### src/hdl/motion_detect_map.svh
// Purpose: Offsets, field positions, reset values and counts of the motion detect control block.
// Assumes: Register indices are word indices; the byte address is four times the index.
// Notes:   Definitions only.
`ifndef MOTION_DETECT_MAP_SVH
`define MOTION_DETECT_MAP_SVH

`define IDX_STILL_COUNT_HI   8'h25
`define IDX_STILL_COUNT_LO   8'h26
`define IDX_MOTION_CTL       8'h27
`define IDX_FIFO_SETUP       8'h28
`define IDX_EVENT_STATUS     8'h30

`define CTL_MOTION_LSB       0
`define CTL_STILL_LSB        2
`define CTL_CHAIN_LSB        4
`define CTL_WRITE_MASK       8'h3F

`define ST_MOTION_BIT        0
`define ST_STILL_BIT         1
`define ST_AUX_BIT           2
`define ST_PHASE_BIT         3

`define CTL_RESET            8'h00
`define FIFO_RESET           8'h00
`define STILL_COUNT_RESET    16'h0000

`define CHAIN_INDEP          2'h0
`define CHAIN_LINKED         2'h1
`define CHAIN_INDEP_ALT      2'h2
`define CHAIN_LOOP           2'h3

`endif

### src/hdl/motion_detect_pkg.sv
// Purpose: Types shared by the motion detect control files.
// Assumes: Nothing beyond the map header.
// Notes:   Selector decoding lives here because both detectors use it.
package motion_detect_pkg;

    typedef struct packed {
        logic sample_valid;
        logic above_motion;
        logic below_stillness;
        logic aux_activity;
    } detect_in_t;

    typedef struct packed {
        logic [1:0] chaining_mode;
        logic [1:0] stillness_select;
        logic [1:0] motion_select;
    } detect_ctl_t;

    function automatic logic select_enabled(input logic [1:0] sel);
        return sel[0];
    endfunction

    function automatic logic select_referenced(input logic [1:0] sel);
        return sel == 2'h3;
    endfunction

endpackage

### src/hdl/stillness_counter.sv
// Purpose: Counts consecutive quiet samples and flags a stillness event.
// Assumes: Samples and compare results arrive on pclk from the comparator logic.
// Notes:   A target of zero behaves like a target of one.
`timescale 1ns/10ps
module stillness_counter
    import motion_detect_pkg::*;
(
    input  wire logic        pclk,
    input  wire logic        presetn,
    input  wire logic        enable,
    input  wire logic        sample_valid,
    input  wire logic        below,
    input  wire logic [15:0] target,
    output logic             hit
);
    logic [15:0] count_reg;
    logic [16:0] count_plus;

    assign count_plus = {1'b0, count_reg} + 17'h00001;

    always_ff @(posedge pclk or negedge presetn) begin
        if (!presetn) begin
            count_reg <= 16'h0000;
            hit       <= 1'b0;
        end else begin
            hit <= 1'b0;
            if (!enable) begin
                count_reg <= 16'h0000;
            end else if (sample_valid) begin
                if (!below) begin
                    count_reg <= 16'h0000;
                end else if (count_plus >= {1'b0, target}) begin
                    count_reg <= 16'h0000;
                    hit       <= 1'b1;
                end else begin
                    count_reg <= count_plus[15:0];
                end
            end
        end
    end

    still_hit_a: assert property (@(posedge pclk) disable iff (!presetn)
        hit |-> $past(enable && sample_valid && below) && ($past(count_plus) >= {1'b0, $past(target)}))
        else $error("stillness event without a full quiet run");

endmodule // stillness_counter

### src/hdl/motion_detect_link_control.sv
// Purpose: APB register front end and chaining control of the motion and stillness detectors.
// Assumes: Compare results arrive on pclk with sample_valid; status reads acknowledge held events.
// Notes:   Functional notes follow.
// Functional notes
// - Chaining mode 11 runs one detector at a time, alternating in sequence.
// - Chaining mode 11 acknowledges events internally; no status read needed.
// - Linked or looped modes need both detectors enabled, else independent mode.
// - Chaining only affects x, y, z detection, never auxiliary activity.
// - Stillness select: 00/10 off, 01 absolute, 11 referenced.
// - Motion select: 00/10 off, 01 absolute, 11 referenced.
// - Modes 00 and 10 run both detectors freely; status read clears events.
// - Mode 01 links detectors; each event waits for a status read acknowledgement.
// - Stillness fires after a programmed 16-bit run of quiet samples.
`timescale 1ns/10ps
`include "motion_detect_map.svh"
module motion_detect_link_control
    import motion_detect_pkg::*;
(
    input  wire logic        pclk,
    input  wire logic        presetn,
    input  wire logic        psel,
    input  wire logic        penable,
    input  wire logic        pwrite,
    input  wire logic [11:0] paddr,
    input  wire logic [31:0] pwdata,
    output logic      [31:0] prdata,
    output logic             pready,
    output logic             pslverr,
    input  wire detect_in_t  detect_in,
    output logic             motion_active,
    output logic             stillness_active,
    output logic             motion_referenced,
    output logic             stillness_referenced,
    output logic             motion_event,
    output logic             stillness_event,
    output logic             aux_event
);
    typedef enum logic [1:0] {WAIT_MOTION, HOLD_MOTION, WAIT_STILL, HOLD_STILL} phase_t;

    detect_ctl_t ctl_reg;
    logic [7:0]  fifo_setup_reg;
    logic [15:0] still_count_reg;
    logic        motion_flag_reg;
    logic        still_flag_reg;
    logic        aux_flag_reg;
    phase_t      phase_reg;
    phase_t      phase_next;

    logic [1:0]  mode_eff;
    logic        motion_en;
    logic        still_en;
    logic        motion_on;
    logic        still_on;
    logic        motion_hit;
    logic        still_hit;
    logic        setup_phase;
    logic        access_done;
    logic        status_read;
    logic [31:0] read_word;
    logic        addr_mapped;

    function automatic logic [11:0] byte_addr(input logic [7:0] idx);
        return {2'b00, idx, 2'b00};
    endfunction

    assign motion_en = select_enabled(ctl_reg.motion_select);
    assign still_en  = select_enabled(ctl_reg.stillness_select);
    // Linking is only meaningful with both detectors on; otherwise run them independently.
    assign mode_eff  = (motion_en && still_en) ? ctl_reg.chaining_mode : `CHAIN_INDEP;
    wire linked_mode = (mode_eff == `CHAIN_LINKED) || (mode_eff == `CHAIN_LOOP);

    assign motion_on  = linked_mode ? (phase_reg == WAIT_MOTION) : motion_en;
    assign still_on   = linked_mode ? (phase_reg == WAIT_STILL) : still_en;
    assign motion_hit = motion_on && detect_in.sample_valid && detect_in.above_motion;

    stillness_counter u_still (
        .pclk         (pclk),
        .presetn      (presetn),
        .enable       (still_on),
        .sample_valid (detect_in.sample_valid),
        .below        (detect_in.below_stillness),
        .target       (still_count_reg),
        .hit          (still_hit)
    );

    // APB: the answer is prepared in the setup cycle so the access phase completes at once.
    assign setup_phase = psel && !penable;
    assign access_done = psel && penable && pready;
    assign status_read = access_done && !pwrite && (paddr == byte_addr(`IDX_EVENT_STATUS));

    always_comb begin
        read_word   = 32'h0000_0000;
        addr_mapped = 1'b1;
        case (paddr)
            byte_addr(`IDX_STILL_COUNT_HI): read_word[7:0] = still_count_reg[15:8];
            byte_addr(`IDX_STILL_COUNT_LO): read_word[7:0] = still_count_reg[7:0];
            byte_addr(`IDX_MOTION_CTL):     read_word[5:0] = ctl_reg;
            byte_addr(`IDX_FIFO_SETUP):     read_word[7:0] = fifo_setup_reg;
            byte_addr(`IDX_EVENT_STATUS): begin
                read_word[`ST_MOTION_BIT] = motion_flag_reg;
                read_word[`ST_STILL_BIT]  = still_flag_reg;
                read_word[`ST_AUX_BIT]    = aux_flag_reg;
                read_word[`ST_PHASE_BIT]  = (phase_reg == WAIT_STILL) || (phase_reg == HOLD_STILL);
            end
            default: addr_mapped = 1'b0;
        endcase
    end

    always_ff @(posedge pclk or negedge presetn) begin
        if (!presetn) begin
            pready  <= 1'b0;
            pslverr <= 1'b0;
            prdata  <= 32'h0000_0000;
        end else begin
            pready  <= setup_phase;
            pslverr <= setup_phase && !addr_mapped;
            if (setup_phase && !pwrite) begin
                prdata <= read_word;
            end
        end
    end

    always_ff @(posedge pclk or negedge presetn) begin
        if (!presetn) begin
            ctl_reg         <= 6'(`CTL_RESET);
            fifo_setup_reg  <= `FIFO_RESET;
            still_count_reg <= `STILL_COUNT_RESET;
        end else if (access_done && pwrite) begin
            case (paddr)
                byte_addr(`IDX_STILL_COUNT_HI): still_count_reg[15:8] <= pwdata[7:0];
                byte_addr(`IDX_STILL_COUNT_LO): still_count_reg[7:0]  <= pwdata[7:0];
                byte_addr(`IDX_MOTION_CTL):     ctl_reg <= pwdata[5:0];
                byte_addr(`IDX_FIFO_SETUP):     fifo_setup_reg <= pwdata[7:0];
                default: ;
            endcase
        end
    end

    // In loop mode motion and stillness events are not latched, so the host never has to service the chain.
    // A read clears only the flags it returned, so an event raised during its setup cycle is not lost.
    always_ff @(posedge pclk or negedge presetn) begin
        if (!presetn) begin
            motion_flag_reg <= 1'b0;
            still_flag_reg  <= 1'b0;
            aux_flag_reg    <= 1'b0;
        end else begin
            if (motion_hit && mode_eff != `CHAIN_LOOP) begin
                motion_flag_reg <= 1'b1;
            end else if (status_read && prdata[`ST_MOTION_BIT]) begin
                motion_flag_reg <= 1'b0;
            end
            if (still_hit && mode_eff != `CHAIN_LOOP) begin
                still_flag_reg <= 1'b1;
            end else if (status_read && prdata[`ST_STILL_BIT]) begin
                still_flag_reg <= 1'b0;
            end
            if (detect_in.sample_valid && detect_in.aux_activity) begin
                aux_flag_reg <= 1'b1;
            end else if (status_read && prdata[`ST_AUX_BIT]) begin
                aux_flag_reg <= 1'b0;
            end
        end
    end

    always_comb begin
        phase_next = phase_reg;
        if (!linked_mode) begin
            phase_next = WAIT_MOTION;
        end else begin
            case (phase_reg)
                WAIT_MOTION: if (motion_hit) begin
                    phase_next = (mode_eff == `CHAIN_LOOP) ? WAIT_STILL : HOLD_MOTION;
                end
                HOLD_MOTION: if ((status_read && prdata[`ST_MOTION_BIT]) || mode_eff == `CHAIN_LOOP) begin
                    phase_next = WAIT_STILL;
                end
                WAIT_STILL: if (still_hit) begin
                    phase_next = (mode_eff == `CHAIN_LOOP) ? WAIT_MOTION : HOLD_STILL;
                end
                HOLD_STILL: if ((status_read && prdata[`ST_STILL_BIT]) || mode_eff == `CHAIN_LOOP) begin
                    phase_next = WAIT_MOTION;
                end
                default: phase_next = WAIT_MOTION;
            endcase
        end
    end

    always_ff @(posedge pclk or negedge presetn) begin
        if (!presetn) begin
            phase_reg <= WAIT_MOTION;
        end else begin
            phase_reg <= phase_next;
        end
    end

    always_ff @(posedge pclk or negedge presetn) begin
        if (!presetn) begin
            motion_active        <= 1'b0;
            stillness_active     <= 1'b0;
            motion_referenced    <= 1'b0;
            stillness_referenced <= 1'b0;
            motion_event         <= 1'b0;
            stillness_event      <= 1'b0;
            aux_event            <= 1'b0;
        end else begin
            motion_active        <= motion_on;
            stillness_active     <= still_on;
            motion_referenced    <= select_referenced(ctl_reg.motion_select);
            stillness_referenced <= select_referenced(ctl_reg.stillness_select);
            motion_event         <= motion_hit;
            stillness_event      <= still_hit;
            aux_event            <= detect_in.sample_valid && detect_in.aux_activity;
        end
    end

    loop_one_active_a: assert property (@(posedge pclk) disable iff (!presetn)
        (mode_eff == `CHAIN_LOOP) |=> !(motion_active && stillness_active))
        else $error("both detectors active in loop mode");
    loop_self_ack_a: assert property (@(posedge pclk) disable iff (!presetn)
        (mode_eff == `CHAIN_LOOP && motion_hit) |=> !$rose(motion_flag_reg) && phase_reg == WAIT_STILL)
        else $error("loop mode waited for host acknowledge");
    chain_fallback_a: assert property (@(posedge pclk) disable iff (!presetn)
        !(motion_en && still_en) |-> mode_eff == `CHAIN_INDEP)
        else $error("chaining used without both detectors enabled");
    aux_independent_a: assert property (@(posedge pclk) disable iff (!presetn)
        (detect_in.sample_valid && detect_in.aux_activity) |=> aux_flag_reg && aux_event)
        else $error("auxiliary activity lost");
    still_decode_a: assert property (@(posedge pclk) disable iff (!presetn)
        (!ctl_reg.stillness_select[0]) |=> !stillness_active && !stillness_referenced)
        else $error("stillness enabled by a disabling code");
    motion_decode_a: assert property (@(posedge pclk) disable iff (!presetn)
        (ctl_reg.motion_select == 2'h3) |=> motion_referenced)
        else $error("referenced motion not selected");
    flag_hold_a: assert property (@(posedge pclk) disable iff (!presetn)
        (motion_flag_reg && !status_read) |=> motion_flag_reg)
        else $error("motion event cleared without status read");
    link_wait_ack_a: assert property (@(posedge pclk) disable iff (!presetn)
        (mode_eff == `CHAIN_LINKED && phase_reg == HOLD_MOTION && !status_read
         && $stable(ctl_reg)) |=> phase_reg == HOLD_MOTION)
        else $error("linked mode moved on without acknowledge");
    ctl_reserved_a: assert property (@(posedge pclk) disable iff (!presetn)
        (access_done && !pwrite && paddr == byte_addr(`IDX_MOTION_CTL)) |-> prdata[31:6] == 26'h0)
        else $error("control reserved bits not zero");

endmodule // motion_detect_link_control

### config.mk
export PLATFORM = sky130hd
export DESIGN_NAME = motion_detect_link_control
export DESIGN_NICKNAME = d
export VERILOG_FILES = /design/src/hdl/motion_detect_pkg.sv /design/src/hdl/stillness_counter.sv /design/src/hdl/motion_detect_link_control.sv
export VERILOG_INCLUDE_DIRS = /design/src /design/src/hdl
export SDC_FILE = /design/constraint.sdc
export NUM_CORES = 1
export LEC_CHECK = 0
export ABC_AREA = 1
export BUFFER_PORTS_ARGS = -buffer_cell sky130_fd_sc_hd__buf_2
export CAP_MARGIN = 40
export CORE_MARGIN = 2
export CORE_UTILIZATION = 35
export CTS_CLUSTER_SIZE = 28
export DETAILED_ROUTE_END_ITERATION = 8
export GPL_TIMING_DRIVEN = 0
export HOLD_SLACK_MARGIN = 0.03
export PLACE_DENSITY_LB_ADDON = 0.1
export SYNTH_ARGS = -nofsm -noshare
export SYNTH_HDL_FRONTEND = slang
export SYNTH_HIERARCHICAL = 1
export SYNTH_SLANG_ARGS = --single-unit
export TNS_END_PERCENT = 1
### constraint.sdc
create_clock -name pclk -period 2.6 [get_ports pclk]
set_input_delay 0.52 -clock pclk [delete_from_list [all_inputs] [get_ports pclk]]
set_output_delay 0.52 -clock pclk [all_outputs]
set_load 0.01 [all_outputs]
==> flow_summary.yaml, run 1 <==
timing:
  timing.final.setup_violations: 0
  min_period_ns: 2.529
  hold_slack_ns: 0.1191
  clock_skew_ns: 0.008220
  worst_slew_margin_rel_pct: 64.81
  slew_viol_final: 0
  final.period_utilization_pct: 97.26
  worst_slew_pin_slew_ns: 0.5259
  hold_violations: 0
  finalSetupTns_ns: 0
  fmax_ghz: 0.3955
drt:
  vias: 3870
  remaining_drc_errors: 0
  drt-initial-drc-count: 183
  wl_mm: 11.19
  post_drt_via_cell_ratio: 4.569
  postRouteAntennaNets: 0
  post_drt_wl_per_cell_um: 13.22
  detail_route.first_pass.iterations: 4
floorplan:
  initial_core_util_pct: 35.94
  io_pins: 94
  area_inside_the_core_boundary_um2: 12670
  fp.dieW_um: 118.1
  die_area_um2: 13940
  dieHeight_um: 118.1
  floorplan.rows: 41
synthesis:
  synth_top_family_by_area: "simple AND/OR/NAND/NOR gates"
  synthCells: 577
  mappedNetlistArea_um2: 4554
  synth_seq_cells: 69
  syn_avg_cell_area_um2: 7.893
  warning_count_from_the_yosys_run: 6
  ys_types: 46
  post_synth_fa_ha_maj_area_fraction_pct: 4.670
  most_common_flop_cell_mapped_by_yosys: "dfrtp_1"
  synth_edf_count: 0
  synth_xor_area_share_pct: 1.154
  synth_async_sr_flop_share_pct: 100.0
  seq_area_frac_synth_pct: 37.91
  area_share_of_and_or_nand_nor_cells_after_synthesis_pct: 32.80
  synth_compound_gate_area_share_pct: 10.05
  synth.area.mux_share_pct: 0
clock_tree:
  clock_latency_ns: 0.34
  tritoncts: "built"
  clockRootBuffer: "clkbuf_16"
  clk_path_buf_depth: 2
  clock_tree.htree_level_count: 3
  clk_pin_slew_worst_paths_ns: 0.06
  cts_inserted_buffers: 9
  cts.sinks: 69
finish:
  final_util_pct: 45.60
  ff_latch_area_um2: 1729
  antenna_cells_inserted: 0
  drive_above_1_share_pct: 32.44
  nets: 740
  mostFrequentLayoutCells: "150 x nand2_1, 69 x inv_1, 67 x dfrtp_1, 45 x nand3_1, 44 x buf_2"
  synthToLayoutAreaGrowth_pct: 26.87
  filler_cell_count: 1285
  multiInputGateArea_um2: 2467
  instances_no_fill: 847
  layout.cells.most_common: "nand2_1"
worst_setup_path:
  highest_fanout_seen_on_the_critical_path: 5
  timing.rr.start: "u_still/count_reg[1]"
  rrSetupSlack_ns: 0.07
  start_kind: "flip-flop"
  critPathArrivalTime_ns: 2.81
  rr_endpoint: "u_still/count_reg[10]"
  critPathCaptureType: "flip-flop"
  cp.required_ns: 2.88
  crit_path_category: "reg -> reg"
  worst_r2r_path_depth: 16
power_and_ir_drop:
  p_per_area_nw_per_um2: 476.4
  irDropWorstVdd_mv: 0.2897
  design_power_total_mw: 2.753
  leakagePower_nw: 3.056
placement:
  gp_congestion: 0.8685
  numPlacedInstances: 818
  hpwlAfterDp_mm: 8.581
  port_buffers: 45
global_route:
  overflow: 0
  grt_antenna_before_repair: 0
  grt_max_degree: 38
  global_route_total_usage_across_every_layer_pct: 16.44
  grt_pass1_wl_mm: 18.17
  first_global_vias: 3745
run_status:
  run_status: "complete, no violations"
worst_hold_path:
  kind_of_path_behind_the_tightest_hold_check: "in -> async"
run:
  cap_viol_max_count: 0
-- metal layers --
layer  track usage [%]  vias up  share of wire, %
met5                 0        -                 0
met4             7.078        0               1.7
met3             2.955       12               3.6
met2             25.69       77                47
met1             22.27     1798                48
li1                  -     1983                 -
-- synth_stat cells (2+ instances only) --
master / number / area (um^2)
ha_1: 17 / 212.7
nand4_1: 12 / 75.07
nor2_8: 2 / 40.04
nand3_1: 47 / 235.2
inv_1: 73 / 274.0
nor2_2: 8 / 50.05
nand3_2: 5 / 50.05
o21ai_0: 6 / 30.03
nor2_1: 43 / 161.4
o21bai_1: 3 / 22.52
nor2_4: 5 / 56.30
buf_4: 25 / 187.7
dfrtp_1: 69 / 1727
nand2_1: 156 / 585.6
nand2_2: 6 / 37.54
a22o_1: 2 / 17.52
xor2_1: 3 / 26.28
nor3_2: 2 / 20.02
o21ai_1: 5 / 25.02
o21bai_2: 2 / 22.52
nand2_4: 3 / 33.78
buf_6: 8 / 90.09
o21ai_2: 26 / 227.7
xnor2_1: 3 / 26.28
a21oi_1: 8 / 40.04
or2_2: 3 / 18.77
inv_2: 10 / 37.54
nor3_1: 7 / 35.03
-- kinds of logic (layout without fill, tap and decap cells) --
| logic type | after synthesis | after routing |
|---|---|---|
| AOI/OAI and AO/OA | 59 | 59 |
| xor gates and xnor gates | 6 | 6 |
| adders and majority gates | 17 | 17 |
| buffers and inverters | 119 | 194 |
| DFF | 69 | 69 |
| other | 1 | 24 |
| and+or+nand+nor | 306 | 306 |
-- per-stage QoR --
step           instance area, um^2  setup slack, ns
2_1_floorplan                 4641           0.2950
4_1_cts                       5527         0.009377
3_5_place_dp                  5104          -0.1401
3_3_place_gp                  5081          -0.1646
5_1_grt                       5778         -0.02475
6_report                      5778          0.07125
-- worst max-delay path by stage --
stage                                       end  cells after the start            startpoint
after global placement    u_still/count_reg[14]                     18  u_still/count_reg[0]
after CTS                 u_still/count_reg[11]                     18  u_still/count_reg[1]
final                     u_still/count_reg[10]                     16  u_still/count_reg[1]
after global routing      u_still/count_reg[10]                     18  u_still/count_reg[1]
after floorplan           u_still/count_reg[10]                     18  u_still/count_reg[0]
after detailed placement  u_still/count_reg[11]                     18  u_still/count_reg[0]
-- report_power, final --
group | internal, mW | leakage [nW] | switching, mW | total, mW
clock | 0.971 | 0.174 | 0.499 | 1.47
combinational | 0.0748 | 1.94 | 0.113 | 0.188
sequential | 1.09 | 0.944 | 0.00815 | 1.09
total | 2.13 | 3.06 | 0.620 | 2.75
-- critical path, stage by stage (launching register included) --
cell,delay (ns)
dfrtp_1,0.39
ha_2,0.22
nand2_4,0.06
nor2_4,0.16
buf_6,0.13
nand3_4,0.09
o21bai_1,0.15
nand2_1,0.09
inv_1,0.10
ha_4,0.21
nand2_2,0.07
nor3_2,0.05
and2_4,0.14
a21oi_4,0.26
clkbuf_16,0.21
nand3_1,0.06
nand2_1,0.06
-- area by class of cell --
type,instances,share of cell area (%)
multi-input combinational,412,42.70
inverter,85,5.630
clock inverter,6,2.014
buffer,34,5.002
clock buffer,10,4.136
tap,172,3.725
timing repair buffer,59,6.864
sequential,69,29.93
-- timing repair --
action,in CTS,in global routing
resized for setup,8,30
buffers inserted,6,5
hold buffers,0,0
endpoints found under the setup margin,12,17
gates cloned,0,2
pin swaps,4,14
Power figures use the tool's default switching activity.
==> run 2, diff against run 1 <==
--- a/config.mk
+++ b/config.mk
@@ -16,6 +16,7 @@
 export GPL_TIMING_DRIVEN = 0
 export HOLD_SLACK_MARGIN = 0.03
 export PLACE_DENSITY_LB_ADDON = 0.1
+export REMOVE_ABC_BUFFERS = 1
 export SYNTH_ARGS = -nofsm -noshare
 export SYNTH_HDL_FRONTEND = slang
 export SYNTH_HIERARCHICAL = 1
==> run 2 against run 1 <==
Utilization shrank 2.9 points. Clock power decreased by 7%. First-iteration DRC count down 4.9%. Sequential cell count stayed put. Sequential share of layout area increased by 2.0 points. Combinational power decreased by 14%. Die area is the same.
==> flow_summary.yaml, run 2 (synthesized netlist as in run 1, its figures left out) <==
worst_setup_path:
  timing.rr.start: "u_still/count_reg[1]"
  critPathCaptureType: "flip-flop"
  cp.required_ns: 2.83
  critPathArrivalTime_ns: 2.73
  highest_fanout_seen_on_the_critical_path: 8
  start_kind: "flip-flop"
  max_incr_delay_on_cp_ns: 0.42
  crit_path_category: "reg -> reg"
  critical_path_buf_inv_count: 1
  worst_r2r_path_depth: 16
  rr_endpoint: "u_still/count_reg[8]"
  crit_slowest_cell: "dfrtp_1"
  worstPathCellList: "ha_4, nand2_4, nor2_4, nand2_4, xor2_2, inv_1, ha_4, nand2_2, nor2_2, nand2_1, nor2_2, nand2_2, nand3_4, nand2_8, nand3_2, nand2_1"
  rrSetupSlack_ns: 0.10
  crit_family: "simple AND/OR/NAND/NOR gates"
global_route:
  grt_pass1_wl_mm: 18.35
  global_route_total_usage_across_every_layer_pct: 16.68
  grt_max_degree: 39
  first_global_vias: 3685
  overflow: 0
  grt_antenna_before_repair: 0
drt:
  postRouteAntennaNets: 0
  vias: 3745
  post_drt_wl_per_cell_um: 13.64
  drt-initial-drc-count: 174
  post_drt_via_cell_ratio: 4.635
  wl_mm: 11.02
  detail_route.first_pass.iterations: 4
  remaining_drc_errors: 0
clock_tree:
  clk_pin_slew_worst_paths_ns: 0.06
  cts_inserted_buffers: 9
  clock_tree.htree_level_count: 3
  clk_path_buf_depth: 2
  tritoncts: "built"
  clockRootBuffer: "clkbuf_16"
  cts_hold_repair.buffers: 0
  cts.sinks: 69
  clock_latency_ns: 0.34
finish:
  drive_above_1_share_pct: 27.67
  instances_no_fill: 808
  nets: 701
  antenna_cells_inserted: 0
  mostFrequentLayoutCells: "152 x nand2_1, 71 x inv_1, 68 x dfrtp_1, 44 x buf_2, 41 x nand3_1"
  stdcell_area_um2: 5408
  synthToLayoutAreaGrowth_pct: 18.74
  multiInputGateArea_um2: 2505
  layout.cells.most_common: "nand2_1"
  ff_latch_area_um2: 1728
  filler_cell_count: 1338
placement:
  hpwlAfterDp_mm: 8.132
  gp_congestion: 0.8061
  numPlacedInstances: 785
  detailed_place.area_um2: 4833
  port_buffers: 45
power_and_ir_drop:
  leakagePower_nw: 2.821
  irDropWorstVdd_mv: 0.3351
  p_per_area_nw_per_um2: 483.6
run_status:
  run_status: "complete, no violations"
floorplan:
  dieHeight_um: 118.1
  die_area_um2: 13940
  initial_core_util_pct: 35.94
  io_pins: 94
  area_inside_the_core_boundary_um2: 12670
  floorplan.rows: 41
  fp.dieW_um: 118.1
timing:
  timing.final.setup_violations: 0
  slew_viol_final: 0
  clock_skew_ns: 0.007568
  fmax_ghz: 0.4008
  worst_slew_pin_slew_ns: 0.7357
  hold_violations: 0
  final.period_utilization_pct: 95.96
  hold_slack_ns: 0.1140
  unrepaired_setup_endpoints_after_global_routing: "yes"
  worst_slew_margin_rel_pct: 50.81
  min_period_ns: 2.495
run:
  cap_viol_max_count: 0
worst_hold_path:
  kind_of_path_behind_the_tightest_hold_check: "in -> async"
## run 2: cell count changes in the layout (fill, tap and decap cells not counted), sizes merged
cell / change
buf: -38
bufinv: -1
clkbuf: -2
clkinv: +1
inv: -1
nand2: +2
## run 2: through the flow
step | setup WS, ns | power, mW | setup TNS [ns] | utilization, %
CTS | 0.002928 | 2.650 | 0 | 41.41
finish | 0.1050 | 2.615 | 0 | 42.68
floorplan | 0.3083 | 1.196 | 0 | -
global route | -0.06252 | 2.718 | -0.7123 | 42.68
detailed placement | -0.2506 | 1.277 | -3.957 | 38.15
global placement | -0.2386 | 1.271 | -3.782 | 37.88
## run 2: area by class of cell
type,instances,area share [%]
clock buffers,11,4.489
repair buffers,52,5.715
multi-input cells,414,46.32
flip-flops and latches,69,31.95
clock inverters,5,1.527
well taps,172,3.980
inverters,85,6.016
## run 2: repair_timing
action | CTS | global route
setup buffers | 3 | 2
gates cloned | 1 | 1
setup endpoints to repair | 17 | 17
resized for setup | 9 | 27
pin swaps | 2 | 17
## run 2: layer usage
layer | GRT usage (%) | share of wire, %
met2 | 25.29 | 46
met5 | 0 | 0
met3 | 2.907 | 3.6
met1 | 23.53 | 49
met4 | 6.551 | 2.0
## run 2: worst max path at each step
stage	from	end	slack [ns]	cells past startpoint
after global routing	u_still/count_reg[1]	u_still/hit	-0.06	15
final	u_still/count_reg[1]	u_still/count_reg[8]	0.10	16
after floorplan	u_still/count_reg[0]	u_still/count_reg[10]	0.31	17
after detailed placement	u_still/count_reg[0]	u_still/count_reg[11]	-0.25	17
after global placement	u_still/count_reg[0]	u_still/count_reg[14]	-0.24	17
after CTS	u_still/count_reg[0]	u_still/count_reg[10]	0.003	17
## run 2: worst reg2reg max path, stage by stage, from the launching register on
cell,delay [ns]
dfrtp_1,0.42
ha_4,0.18
nand2_4,0.06
nor2_4,0.21
nand2_4,0.09
xor2_2,0.16
inv_1,0.09
ha_4,0.27
nand2_2,0.05
nor2_2,0.12
nand2_1,0.07
nor2_2,0.15
nand2_2,0.08
nand3_4,0.16
nand2_8,0.12
nand3_2,0.09
nand2_1,0.05
## run 2: power breakdown
group | leakage, nW | total, mW | switching [mW] | internal [mW]
Sequential | 0.946 | 1.09 | 0.00712 | 1.09
Clock | 0.160 | 1.36 | 0.491 | 0.870
Combinational | 1.71 | 0.161 | 0.111 | 0.0505
